===== config.mk =====
export PLATFORM = sky130hd
export DESIGN_NAME = i2c_ext_code_slave_status
export DESIGN_NICKNAME = d
export VERILOG_FILES = /design/src/pkg/i2c_ext_pkg.sv /design/src/hdl/pin_sync3.sv /design/src/hdl/i2c_ext_code_slave_status.sv
export SDC_FILE = /design/constraint.sdc
export NUM_CORES = 1
export LEC_CHECK = 0
export BUFFER_PORTS_ARGS = -buffer_cell sky130_fd_sc_hd__buf_2
export CORE_MARGIN = 3
export CORE_UTILIZATION = 47
export CTS_CLUSTER_SIZE = 25
export DETAILED_ROUTE_END_ITERATION = 6
export HOLD_SLACK_MARGIN = 0.03
export PLACE_DENSITY = 0.76
export SLEW_MARGIN = 25
export SYNTH_ARGS = -nofsm -noshare
export SYNTH_HDL_FRONTEND = slang
export SYNTH_HIERARCHICAL = 1
export SYNTH_SLANG_ARGS = --single-unit

===== constraint.sdc =====
create_clock -name clk -period 1.8 [get_ports clk]
set_input_delay 0.09 -clock clk [delete_from_list [all_inputs] [get_ports clk]]
set_output_delay 0.09 -clock clk [all_outputs]
set_load 0.05 [all_outputs]

===== src/pkg/i2c_ext_pkg.sv =====
// Functional notes
// - extension code interrupt shows 0010X010B
// - 8-clock wait data byte shows 0010X000B
// - 9-clock wait code acknowledge shows 0010X110B
// - 9-clock wait first data shows 0010X100B
// - 9-clock wait last data shows 0010XX00B
// - stop shows 00000001B, interrupt if enabled
// - 8-clock restart with code repeats sequence
// - 8-clock restart mismatch clears code flag
// - 9-clock restart mismatch, then no data interrupts
// - 9-clock restart with code repeats sequence
// - 9-clock final data shows 0010XX00B
// - arbitration lost in code: 0110X010B, stay slave
// - upper nibble 0000/1111 flags code at clock 8
// - wait timing bit picks clock 8 or 9 for data; code also waits at 9 if set
package i2c_ext_pkg;

	// register offsets (byte addresses, one word each)
	localparam logic [7:0] OFF_CTRL = 8'h00;
	localparam logic [7:0] OFF_STATUS = 8'h04;
	localparam logic [7:0] OFF_DATA = 8'h08;
	localparam logic [7:0] OFF_OWN_ADDR = 8'h0C;
	localparam logic [7:0] OFF_IRQ_STATUS = 8'h10;
	localparam logic [7:0] OFF_IRQ_CLEAR = 8'h14;
	localparam logic [7:0] OFF_IRQ_ENABLE = 8'h18;

	// control register fields
	localparam int CTRL_WAIT_TIMING = 0;
	localparam int CTRL_STOP_IRQ_EN = 1;
	localparam int CTRL_WAIT_RELEASE = 2;
	localparam int CTRL_ACK_ENABLE = 3;
	localparam logic [3:0] CTRL_RESET = 4'h0;

	// status register fields
	localparam int ST_MASTER = 7;
	localparam int ST_ARB_LOST = 6;
	localparam int ST_EXT_CODE = 5;
	localparam int ST_ADDR_MATCH = 4;
	localparam int ST_TRANSMIT = 3;
	localparam int ST_ACK_DET = 2;
	localparam int ST_START_DET = 1;
	localparam int ST_STOP_DET = 0;
	localparam logic [7:0] STATUS_RESET = 8'h00;
	localparam logic [7:0] STATUS_STOP = 8'h01;

	// interrupt status fields
	localparam int IRQ_XFER = 0;
	localparam int IRQ_STOP = 1;
	localparam int IRQ_BITS = 2;

	// byte framing on the bus
	localparam logic [3:0] CNT_DATA_END = 4'h8;
	localparam logic [3:0] CNT_ACK_END = 4'h9;
	localparam logic [3:0] EXT_LOW_NIBBLE = 4'h0;
	localparam logic [3:0] EXT_HIGH_NIBBLE = 4'hF;
	localparam logic [7:0] OWN_ADDR_RESET = 8'h00;
	localparam int SYNC_STAGES = 3;

	typedef struct packed {
		logic [7:0] addr;
		logic [31:0] wdata;
		logic wr;
		logic rd;
	} reg_req_s;

	typedef enum logic [1:0] {
		PH_IDLE,
		PH_ADDR,
		PH_DATA,
		PH_IGNORE
	} phase_e;

endpackage : i2c_ext_pkg


===== src/hdl/pin_sync3.sv =====
`timescale 1ns/1ns
module pin_sync3 #(
	parameter int WIDTH = 2
) (
	input wire logic clk,
	input wire logic rst_n,
	input wire logic [WIDTH-1:0] pin,
	input wire logic [WIDTH-1:0] init,
	output logic [WIDTH-1:0] level
);
	import i2c_ext_pkg::*;

	logic [WIDTH-1:0] s1;
	logic [WIDTH-1:0] s2;
	logic [WIDTH-1:0] s3;

	// first stage feeds only the second; a bit counts once stages two and three agree
	// reset loads the idle pin level, so no false edge follows reset
	always_ff @(posedge clk)
	begin
		if (!rst_n)
		begin
			s1 <= init;
			s2 <= init;
			s3 <= init;
		end
		else
		begin
			s1 <= pin;
			s2 <= s1;
			s3 <= s2;
		end
	end

	// filtered level, bits update independently
	always_ff @(posedge clk)
	begin
		if (!rst_n)
			level <= init;
		else
			level <= (~(s2 ^ s3) & s3) | ((s2 ^ s3) & level);
	end

endmodule : pin_sync3


===== src/hdl/i2c_ext_code_slave_status.sv =====
`timescale 1ns/1ns
module i2c_ext_code_slave_status #(
	parameter int DATA_W = 32
) (
	input wire logic clk,
	input wire logic rst_n,
	input i2c_ext_pkg::reg_req_s reg_req,
	output logic [DATA_W-1:0] rd_data,
	input wire logic scl_in,
	output logic scl_out,
	output logic scl_oe,
	input wire logic sda_in,
	output logic sda_out,
	output logic sda_oe,
	input wire logic arb_lost,
	output logic serial_bus_irq
);
	import i2c_ext_pkg::*;

	// narrower read data could not carry the status byte
	if (DATA_W < 8)
	begin : g_width_check
		$error("DATA_W must be at least 8");
	end

	function automatic logic hit(input logic [7:0] a, input logic [7:0] off);
		hit = (a == off);
	endfunction : hit

	function automatic logic is_ext_code(input logic [7:0] b);
		is_ext_code = (b[7:4] == EXT_LOW_NIBBLE) || (b[7:4] == EXT_HIGH_NIBBLE);
	endfunction : is_ext_code

	logic [1:0] pins;
	logic scl_s;
	logic sda_s;
	logic scl_d;
	logic sda_d;
	logic scl_rise;
	logic scl_fall;
	logic start_det;
	logic stop_det;
	logic [3:0] ctrl;
	logic [7:0] own_address_reg;
	logic [7:0] bus_status_reg;
	logic [7:0] shift_data_reg;
	logic [3:0] bit_cnt;
	phase_e phase;
	logic restart;
	logic ack_slot;
	logic wait_hold;
	logic xfer_ev;
	logic stop_ev;
	logic [IRQ_BITS-1:0] irq_status;
	logic [IRQ_BITS-1:0] irq_enable;
	logic wr_ctrl;
	logic wr_data;
	logic rd_status;
	logic sw_release;
	logic want_ack;
	logic pin_low;

	// bus pins pass the three-stage filter before any edge logic sees them
	pin_sync3 #(.WIDTH(2)) u_sync (
		.clk(clk),
		.rst_n(rst_n),
		.pin({scl_in, sda_in}),
		.init(2'h3),
		.level(pins)
	);
	assign scl_s = pins[1];
	assign sda_s = pins[0];

	// previous filtered levels for edge detection
	always_ff @(posedge clk)
	begin
		if (!rst_n)
		begin
			scl_d <= 1'b1;
			sda_d <= 1'b1;
		end
		else
		begin
			scl_d <= scl_s;
			sda_d <= sda_s;
		end
	end

	// start and stop are sda edges while scl stays high
	assign scl_rise = scl_s & ~scl_d;
	assign scl_fall = ~scl_s & scl_d;
	assign start_det = scl_s & scl_d & sda_d & ~sda_s;
	assign stop_det = scl_s & scl_d & ~sda_d & sda_s;

	// register strobes
	assign wr_ctrl = reg_req.wr & hit(reg_req.addr, OFF_CTRL);
	assign wr_data = reg_req.wr & hit(reg_req.addr, OFF_DATA);
	assign rd_status = reg_req.rd & hit(reg_req.addr, OFF_STATUS);
	assign sw_release = (wr_ctrl & reg_req.wdata[CTRL_WAIT_RELEASE]) | wr_data;

	// control and own address registers; wait release bit is not stored
	always_ff @(posedge clk)
	begin
		if (!rst_n)
		begin
			ctrl <= CTRL_RESET;
			own_address_reg <= OWN_ADDR_RESET;
		end
		else
		begin
			if (wr_ctrl)
			begin
				ctrl <= reg_req.wdata[3:0];
				ctrl[CTRL_WAIT_RELEASE] <= 1'b0;
			end
			if (reg_req.wr && hit(reg_req.addr, OFF_OWN_ADDR))
				own_address_reg <= reg_req.wdata[7:0];
		end
	end

	// bus protocol, wait control and status flags
	always_ff @(posedge clk)
	begin
		if (!rst_n)
		begin
			phase <= PH_IDLE;
			bit_cnt <= 4'h0;
			shift_data_reg <= 8'h00;
			bus_status_reg <= STATUS_RESET;
			wait_hold <= 1'b0;
			ack_slot <= 1'b0;
			restart <= 1'b0;
			xfer_ev <= 1'b0;
			stop_ev <= 1'b0;
		end
		else
		begin
			xfer_ev <= 1'b0;
			stop_ev <= 1'b0;
			if (sw_release)
				wait_hold <= 1'b0;
			if (wr_data)
				shift_data_reg <= reg_req.wdata[7:0];
			// reading status clears arbitration loss, a new loss wins
			if (rd_status)
				bus_status_reg[ST_ARB_LOST] <= 1'b0;
			if (arb_lost)
				bus_status_reg[ST_ARB_LOST] <= 1'b1;
			if (start_det)
			begin
				bus_status_reg[ST_START_DET] <= 1'b1;
				bus_status_reg[ST_STOP_DET] <= 1'b0;
				bus_status_reg[ST_ACK_DET] <= 1'b0;
				bus_status_reg[ST_MASTER] <= 1'b0;
				restart <= (phase != PH_IDLE);
				phase <= PH_ADDR;
				bit_cnt <= 4'h0;
				ack_slot <= 1'b0;
				wait_hold <= 1'b0;
			end
			else if (stop_det)
			begin
				bus_status_reg <= STATUS_STOP;
				stop_ev <= ctrl[CTRL_STOP_IRQ_EN];
				phase <= PH_IDLE;
				bit_cnt <= 4'h0;
				ack_slot <= 1'b0;
				wait_hold <= 1'b0;
			end
			else if (scl_rise && phase != PH_IDLE)
			begin
				if (bit_cnt < CNT_DATA_END)
					shift_data_reg <= {shift_data_reg[6:0], sda_s};
				if (bit_cnt == CNT_DATA_END)
					bus_status_reg[ST_ACK_DET] <= ~sda_s;
				// start and ack flags fall at the first clock of a data byte
				if (phase == PH_DATA && bit_cnt == 4'h0)
				begin
					bus_status_reg[ST_START_DET] <= 1'b0;
					bus_status_reg[ST_ACK_DET] <= 1'b0;
				end
				bit_cnt <= bit_cnt + 4'h1;
			end
			else if (scl_fall && phase != PH_IDLE)
			begin
				if (bit_cnt == CNT_DATA_END)
				begin
					ack_slot <= 1'b1;
					if (phase == PH_ADDR)
					begin
						if (is_ext_code(shift_data_reg))
						begin
							// code interrupt at clock 8 whatever the wait timing
							bus_status_reg[ST_EXT_CODE] <= 1'b1;
							bus_status_reg[ST_ADDR_MATCH] <= 1'b0;
							xfer_ev <= 1'b1;
							wait_hold <= 1'b1;
						end
						else
						begin
							bus_status_reg[ST_EXT_CODE] <= 1'b0;
							bus_status_reg[ST_ADDR_MATCH] <=
								(shift_data_reg[7:1] == own_address_reg[7:1]);
						end
					end
					else if (phase == PH_DATA && !ctrl[CTRL_WAIT_TIMING])
					begin
						xfer_ev <= 1'b1;
						wait_hold <= 1'b1;
					end
				end
				else if (bit_cnt == CNT_ACK_END)
				begin
					ack_slot <= 1'b0;
					bit_cnt <= 4'h0;
					if (phase == PH_ADDR)
					begin
						if (bus_status_reg[ST_EXT_CODE])
						begin
							phase <= PH_DATA;
							if (ctrl[CTRL_WAIT_TIMING])
							begin
								xfer_ev <= 1'b1;
								wait_hold <= 1'b1;
							end
						end
						else if (bus_status_reg[ST_ADDR_MATCH])
						begin
							phase <= PH_DATA;
							xfer_ev <= 1'b1;
							wait_hold <= 1'b1;
						end
						else
						begin
							// mismatch: after a restart report once, never wait
							phase <= PH_IGNORE;
							xfer_ev <= restart;
						end
					end
					else if (phase == PH_DATA && ctrl[CTRL_WAIT_TIMING])
					begin
						xfer_ev <= 1'b1;
						wait_hold <= 1'b1;
					end
				end
			end
			bus_status_reg[ST_TRANSMIT] <= 1'b0;
		end
	end

	// ack wanted: address match always, code or data only if enabled
	always_comb
	begin
		case (phase)
			PH_ADDR:
				want_ack = bus_status_reg[ST_ADDR_MATCH] |
					(bus_status_reg[ST_EXT_CODE] & ctrl[CTRL_ACK_ENABLE]);
			PH_DATA:
				want_ack = ctrl[CTRL_ACK_ENABLE];
			default:
				want_ack = 1'b0;
		endcase
	end

	// open-drain drivers; ack follows enable even during a wait, scl is low then
	always_ff @(posedge clk)
	begin
		if (!rst_n)
		begin
			scl_oe <= 1'b0;
			sda_oe <= 1'b0;
			pin_low <= 1'b0;
		end
		else
		begin
			scl_oe <= wait_hold;
			sda_oe <= ack_slot & want_ack & ~start_det & ~stop_det;
			pin_low <= 1'b0;
		end
	end
	assign scl_out = pin_low;
	assign sda_out = pin_low;

	// sticky interrupt status, set wins over a clear in the same cycle
	always_ff @(posedge clk)
	begin
		if (!rst_n)
		begin
			irq_status <= '0;
			irq_enable <= '0;
			serial_bus_irq <= 1'b0;
		end
		else
		begin
			if (reg_req.wr && hit(reg_req.addr, OFF_IRQ_ENABLE))
				irq_enable <= reg_req.wdata[IRQ_BITS-1:0];
			irq_status <= (irq_status & ~({IRQ_BITS{reg_req.wr &&
				hit(reg_req.addr, OFF_IRQ_CLEAR)}} & reg_req.wdata[IRQ_BITS-1:0]))
				| {stop_ev, xfer_ev};
			serial_bus_irq <= |(irq_status & irq_enable);
		end
	end

	// read data stands only in the cycle after the read strobe
	always_ff @(posedge clk)
	begin
		if (!rst_n)
			rd_data <= '0;
		else
		begin
			rd_data <= '0;
			if (reg_req.rd)
			begin
				case (reg_req.addr)
					OFF_CTRL: rd_data[3:0] <= ctrl;
					OFF_STATUS: rd_data[7:0] <= bus_status_reg;
					OFF_DATA: rd_data[7:0] <= shift_data_reg;
					OFF_OWN_ADDR: rd_data[7:0] <= own_address_reg;
					OFF_IRQ_STATUS: rd_data[IRQ_BITS-1:0] <= irq_status;
					OFF_IRQ_ENABLE: rd_data[IRQ_BITS-1:0] <= irq_enable;
					default: rd_data <= '0;
				endcase
			end
		end
	end

endmodule : i2c_ext_code_slave_status


Yosys cells after proc, flatten, opt, wreduce, memory -nomap -nowiden
Index checks and enable logic that the tools add are counted.
{ "totals": {"reg_bits": 86, "latch_bits": 0, "ram_bits": 0, "mem_bits_ro": 0, "in_bits": 47, "n_memories": 0} }
{ "classes": {"n_addsub": 1, "n_mul": 0, "div_mod_pow": 0, "n_lt_le_gt_ge": 1, "n_eq_ne": 16, "shifts": 0, "mux": 64, "bitwise": 37, "reduce_logical": 39} }
{ "op_table": {"columns": ["cell", "count"], "rows": [
  ["1-bit 2-to-1 mux", 40],
  ["8-bit 2-to-1 mux", 5],
  ["8-bit by 5-bit == test with 1-bit output, second input constant", 3],
  ["4-bit 2-to-1 mux", 5],
  ["2-bit 2-to-1 mux", 9],
  ["8-bit by 4-bit == test with 1-bit output, second input constant", 2],
  ["2-bit nonzero test", 8],
  ["1-bit AND", 15],
  ["5-bit AND reduction", 3],
  ["3-bit nonzero test", 5],
  ["4-bit == test, second input constant", 3],
  ["2-bit case mux with 6 select lines", 1],
  ["4-bit case mux with 3 select lines", 1],
  ["2-bit AND", 5],
  ["1-bit inverter", 10],
  ["8-bit by 3-bit == test with 1-bit output, second input constant", 1],
  ["1-bit logical AND", 8],
  ["4-bit zero test", 2],
  ["8-bit zero test", 1],
  ["2-bit case mux with 4 select lines", 1],
  ["7-bit == test", 1],
  ["3-bit inequality test, second input constant", 2],
  ["2-bit AND reduction", 3],
  ["3-bit AND reduction", 2],
  ["other kinds (16)", 22]
]} }

Longest topological paths before layout
{ "depth": {"word_depth": 12, "ltp_mapped": 7, "mapped_depth_nobuf": 6} }

Cells and area by module
The synthesis kept the hierarchy.
{ "modules_own_cells": {"columns": ["module", "instances", "cells_per_inst", "area_each_um2", "seq_area_each_um2"], "rows": [
  ["i2c_ext_code_slave_status", 1, 309, 2788.9, 1061.0],
  ["pin_sync3", 1, 31, 296.5, 180.2]
]} }

Worst setup path before layout
Ideal clock, no wire load.
{ "synth_timing": {"kind": "register to register", "from": "register phase[0]", "to": "register bus_status_reg[4]", "setup_ns": 0.071, "arrival_ns": 1.716, "t_required_ns": 1.729, "setup_slack_ns": 0.013, "stages_incl_launch_ff": 7, "n_path_buf": 0, "synth_period_minus_slack_ns": 1.787, "path_cell_list": "dfxtp_1 > inv_1 > ha_1 > nor3b_4 > nand3_2 > or4_1 > a21oi_1"} }
{ "synth_via": {"elab_chain_len": 4, "elab_cells_between_ends": 8} }
{ "synth_rtl": {"columns": ["element", "line", "source"], "rows": [
  ["from (decl)", "i2c_ext_code_slave_status.sv:48", "phase_e phase;"],
  ["from (signal assigned)", "i2c_ext_code_slave_status.sv:126", "phase <= PH_IDLE;"],
  ["from (signal assigned)", "i2c_ext_code_slave_status.sv:156", "phase <= PH_ADDR;"],
  ["from (signal assigned)", "i2c_ext_code_slave_status.sv:165", "phase <= PH_IDLE;"],
  ["2-bit nonzero test", "i2c_ext_code_slave_status.sv:170, i2c_ext_code_slave_status.sv:184", null],
  ["1-bit logical AND, on equally long branches", "i2c_ext_code_slave_status.sv:170, i2c_ext_code_slave_status.sv:184", null],
  ["2-bit inequality test (no line) / 2-bit nonzero test (equally long branches)", null, null],
  ["5-bit AND reduction (no line) (*)", null, null],
  ["to (signal, indexed assignment)", "i2c_ext_code_slave_status.sv:175", "bus_status_reg[ST_ACK_DET] <= ~sda_s;"],
  ["to (signal, indexed assignment)", "i2c_ext_code_slave_status.sv:202", "bus_status_reg[ST_ADDR_MATCH] <="],
  ["to (decl)", "i2c_ext_code_slave_status.sv:45", "logic [7:0] bus_status_reg;"]
]} }
Mark *: on every way between the ends. The rest lies on a longest branch, timed or not.
A chain may end at the register's enable or synchronous reset.

Worst setup path in the final report
Same ends and word-level chain as after synthesis.

==> metrics.md <==
| Metric | Value |
|---|---|
| CTS sink count | 61 |
| Period utilization | 0.9463 |
| Final slew viol count | 0 |
| Worst Setup Path Type | reg -> reg |
| Most common cell after layout, fill and taps aside | dfxtp_1 |
| Num CTS Buffers | 9 |
| Drt pass-1 iters | 4 |
| Pwr Density | 838.6 nW/µm² |
| Vias per cell | 5.319 |
| DIE WIDTH | 87.03 µm |
| WP depth | 6 |
| DRT met1 WL | 2.932 mm |
| HPWL Detailed | 4.749 mm |
| Worst-Skew Late Latency | 0.34 ns |
| Status | finished clean |
| Clk slew on worst S/H paths | 0.06 ns |
| Avg WL per Cell | 13.99 µm |
| Worst Path Required | 2.08 ns |
| Syn_area_per_cell | 9.075 µm² |
| Syn-to-layout area delta | 18.09% |
| Congestion Overflow GR | 0 |
| Initial antenna violation count | 0 |
| DRC | 0 |
| Top layer in use | met4 |
| DRT iter0 DRCs | 254 |
| Critical Path Source | phase[0] |
| Register area share after synthesis | 0.4023 |
| Met2 Wirelength | 3.105 mm |
| Clock skew | 0.008329 ns |
| Most used DFF post-synth | dfxtp_1 |
| Cells after Synth | 340 |
| Total track usage | 0.1850 |
| Antenna Nets Post-Route | 0 |
| R2R Setup Slk | 0.1 ns |
| Most frequent cells in the layout | dfxtp_1, nand2_1, buf_2 |
| Drt total wl | 6.661 mm |
| CP max stage cell | or4_4 |
| Crit path largest cell delay | 0.54 ns |
| Die Span Y | 87.03 µm |
| Setup TNS | 0 ns |
| Startpoint types | flip-flop |
| Nets | 449 |
| Synth warn | 6 |
| Io pins | 84 |
| Total power | 3.055 mW |
| Fmax | 0.5871 GHz |
| Clk buf depth | 2 |
| Reg2Reg Depth | 6 |
| Arr. time, crit path | 1.98 ns |
| Pin count of the biggest net entering global routing | 28 |
| # rows | 28 |
| Placed cell area | 3294 µm² |
| Fin. Hold Viols | 0 |
| Critical path's top delay family | simple AND/OR/NAND/NOR gates |
| Clock root cell | clkbuf_8 |
| Vias in the first global route | 2336 |
| CTS tree | yes |
| Htree depth | 3 |
| Async set or reset register ratio after synthesis | 0 |
| Final setup viols | 0 |
| RSZ-0062 raised after global routing | no |
| Synth area leaders | dfxtp_1, mux2i_1, buf_4 |
| Worst setup EP type | flip-flop |
| IO buf count | 33 |
| Top cell type's share of synthesized area | 0.3828 |
| Wire length of the first global-routing pass | 10.85 mm |
| EDFF count, synth | 2 |
| Buffers and inverters on the worst path | 1 |
| Min Clock Period, post-route | 1.703 ns |
| DIE AREA | 7573 µm² |
| Filler cell count | 527 |
| Cell area after layout | 3643 µm² |
| DR vias | 2532 |
| Worst vdd ir | 481.9 µV |
| Worst-path cell chain | inv_1, ha_4, nor3b_4, nand3_2, or4_4, a21oi_2 |
| N_diodes | 0 |
| Initial Util | 0.5033 |
| Routability cong. | 0.8343 |
| Met3 routed WL | 544 µm |
| Core area | 6131 µm² |
| Max-Cap Viols | 0 |
| Reg-to-reg endpoint | bus_status_reg[4] |
| Synth area leader | dfxtp_1 |
| Crit path to | bus_status_reg[4] |
| Critical-path maximum fanout | 4 |
| Worst Hold Class | in -> reg |
| R2r startpoint | phase[0] |
| Register bit count reported by yosys | 61 |
| LEAKAGE | 1.529 nW |
| Worst Hold Slack | 0.05343 ns |
| Layout cell share with drive strength beyond 1 | 0.2070 |
| Netlist cell types | 54 |
| Synth Cell Area | 3085 µm² |
[power by group]
group	switching [mW]	internal, mW
clock	0.516	0.717
combinational	0.264	0.124
sequential	0.0367	1.40
total	0.817	2.24
[cell usage after synthesis (all sizes together), types with 2 or more instances]
library cell,count
nand3b,2
nor2,22
mux4,2
or4,2
ha,6
clkbuf,5
nor2b,14
a22oi,7
xnor2,8
nor3,3
edfxtp,2
and4,3
nand4,7
dfxtp,59
and3,3
o2111ai,2
o32ai,2
mux2,2
a41oi,2
buf,33
mux2i,27
o21ai,17
a31oi,2
nand2b,9
inv,13
a21oi,18
nand3,9
nor3b,4
or2,2
xor2,3
conb,2
nand2,33
[logic make-up after synthesis]
logic type	after synthesis	synth area share
muxes	31	0.1095
DFF	61	0.4023
adders and majority gates	6	0.02433
other	2	0.002434
AOI/OAI and AO/OA	59	0.1188
and+or+nand+nor	119	0.2137
buffers and inverters	51	0.09773
xor gates and xnor gates	11	0.03123
[worst min path at each step]
stage               startpoint                 end  slack, ns  cells past startpoint
floorplan               sda_in        u_sync/s1[0]       0.20                      2
detailed placement      sda_in        u_sync/s1[0]       0.30                      3
finish              reg_req[8]   shift_data_reg[6]       0.05                      3
global placement        sda_in        u_sync/s1[0]       0.29                      3
global route        reg_req[4]  own_address_reg[2]       0.05                      3
CTS                 reg_req[8]  own_address_reg[6]       0.03                      3
[per-stage QoR]
stage | setup slack [ns] | instances | util
CTS | 0.03782 | 475 | 0.5863
finish | 0.09661 | 476 | 0.5943
global placement | 0.08667 | 450 | 0.5373
detailed placement | -0.005374 | 450 | 0.5373
floorplan | 0.01288 | 366 | -
global route | 0.007882 | 476 | 0.5943
[timing repair]
| item | 4_1_cts | 5_1_grt |
|---|---|---|
| gates resized for setup | 2 | 8 |
| buffers inserted | 0 | 1 |
| pin swaps | 0 | 4 |
| endpoints found under the setup margin | 2 | 3 |
| hold endpoints to repair | 10 | 0 |
| hold buffers | 9 | 0 |
[final cells by class]
class / instances / area, µm² / share of cell area
multi-input cells: 254 / 1688 / 0.4633
flip-flops and latches: 61 / 1244 / 0.3413
repair buffers: 57 / 367.9 / 0.1010
clock buffers: 12 / 156.4 / 0.04293
well taps: 75 / 93.84 / 0.02576
inverters: 13 / 48.80 / 0.01339
clock inverters: 4 / 45.04 / 0.01236
[tightest hold or removal path, delay by kind of cell]
family	cells	cell delay [ns]
buffers and inverters	1	0.09
AO/OA/AOI/OAI	1	0.12
multiplexers	1	0.06
[per-layer routing]
metal | vias to the layer above | GRT usage
met5 | - | 0
met4 | 0 | 0.06799
met3 | 7 | 0.05866
met2 | 100 | 0.2988
met1 | 1174 | 0.2305
li1 | 1251 | -
Note: power is estimated with default switching activity, not from simulation.
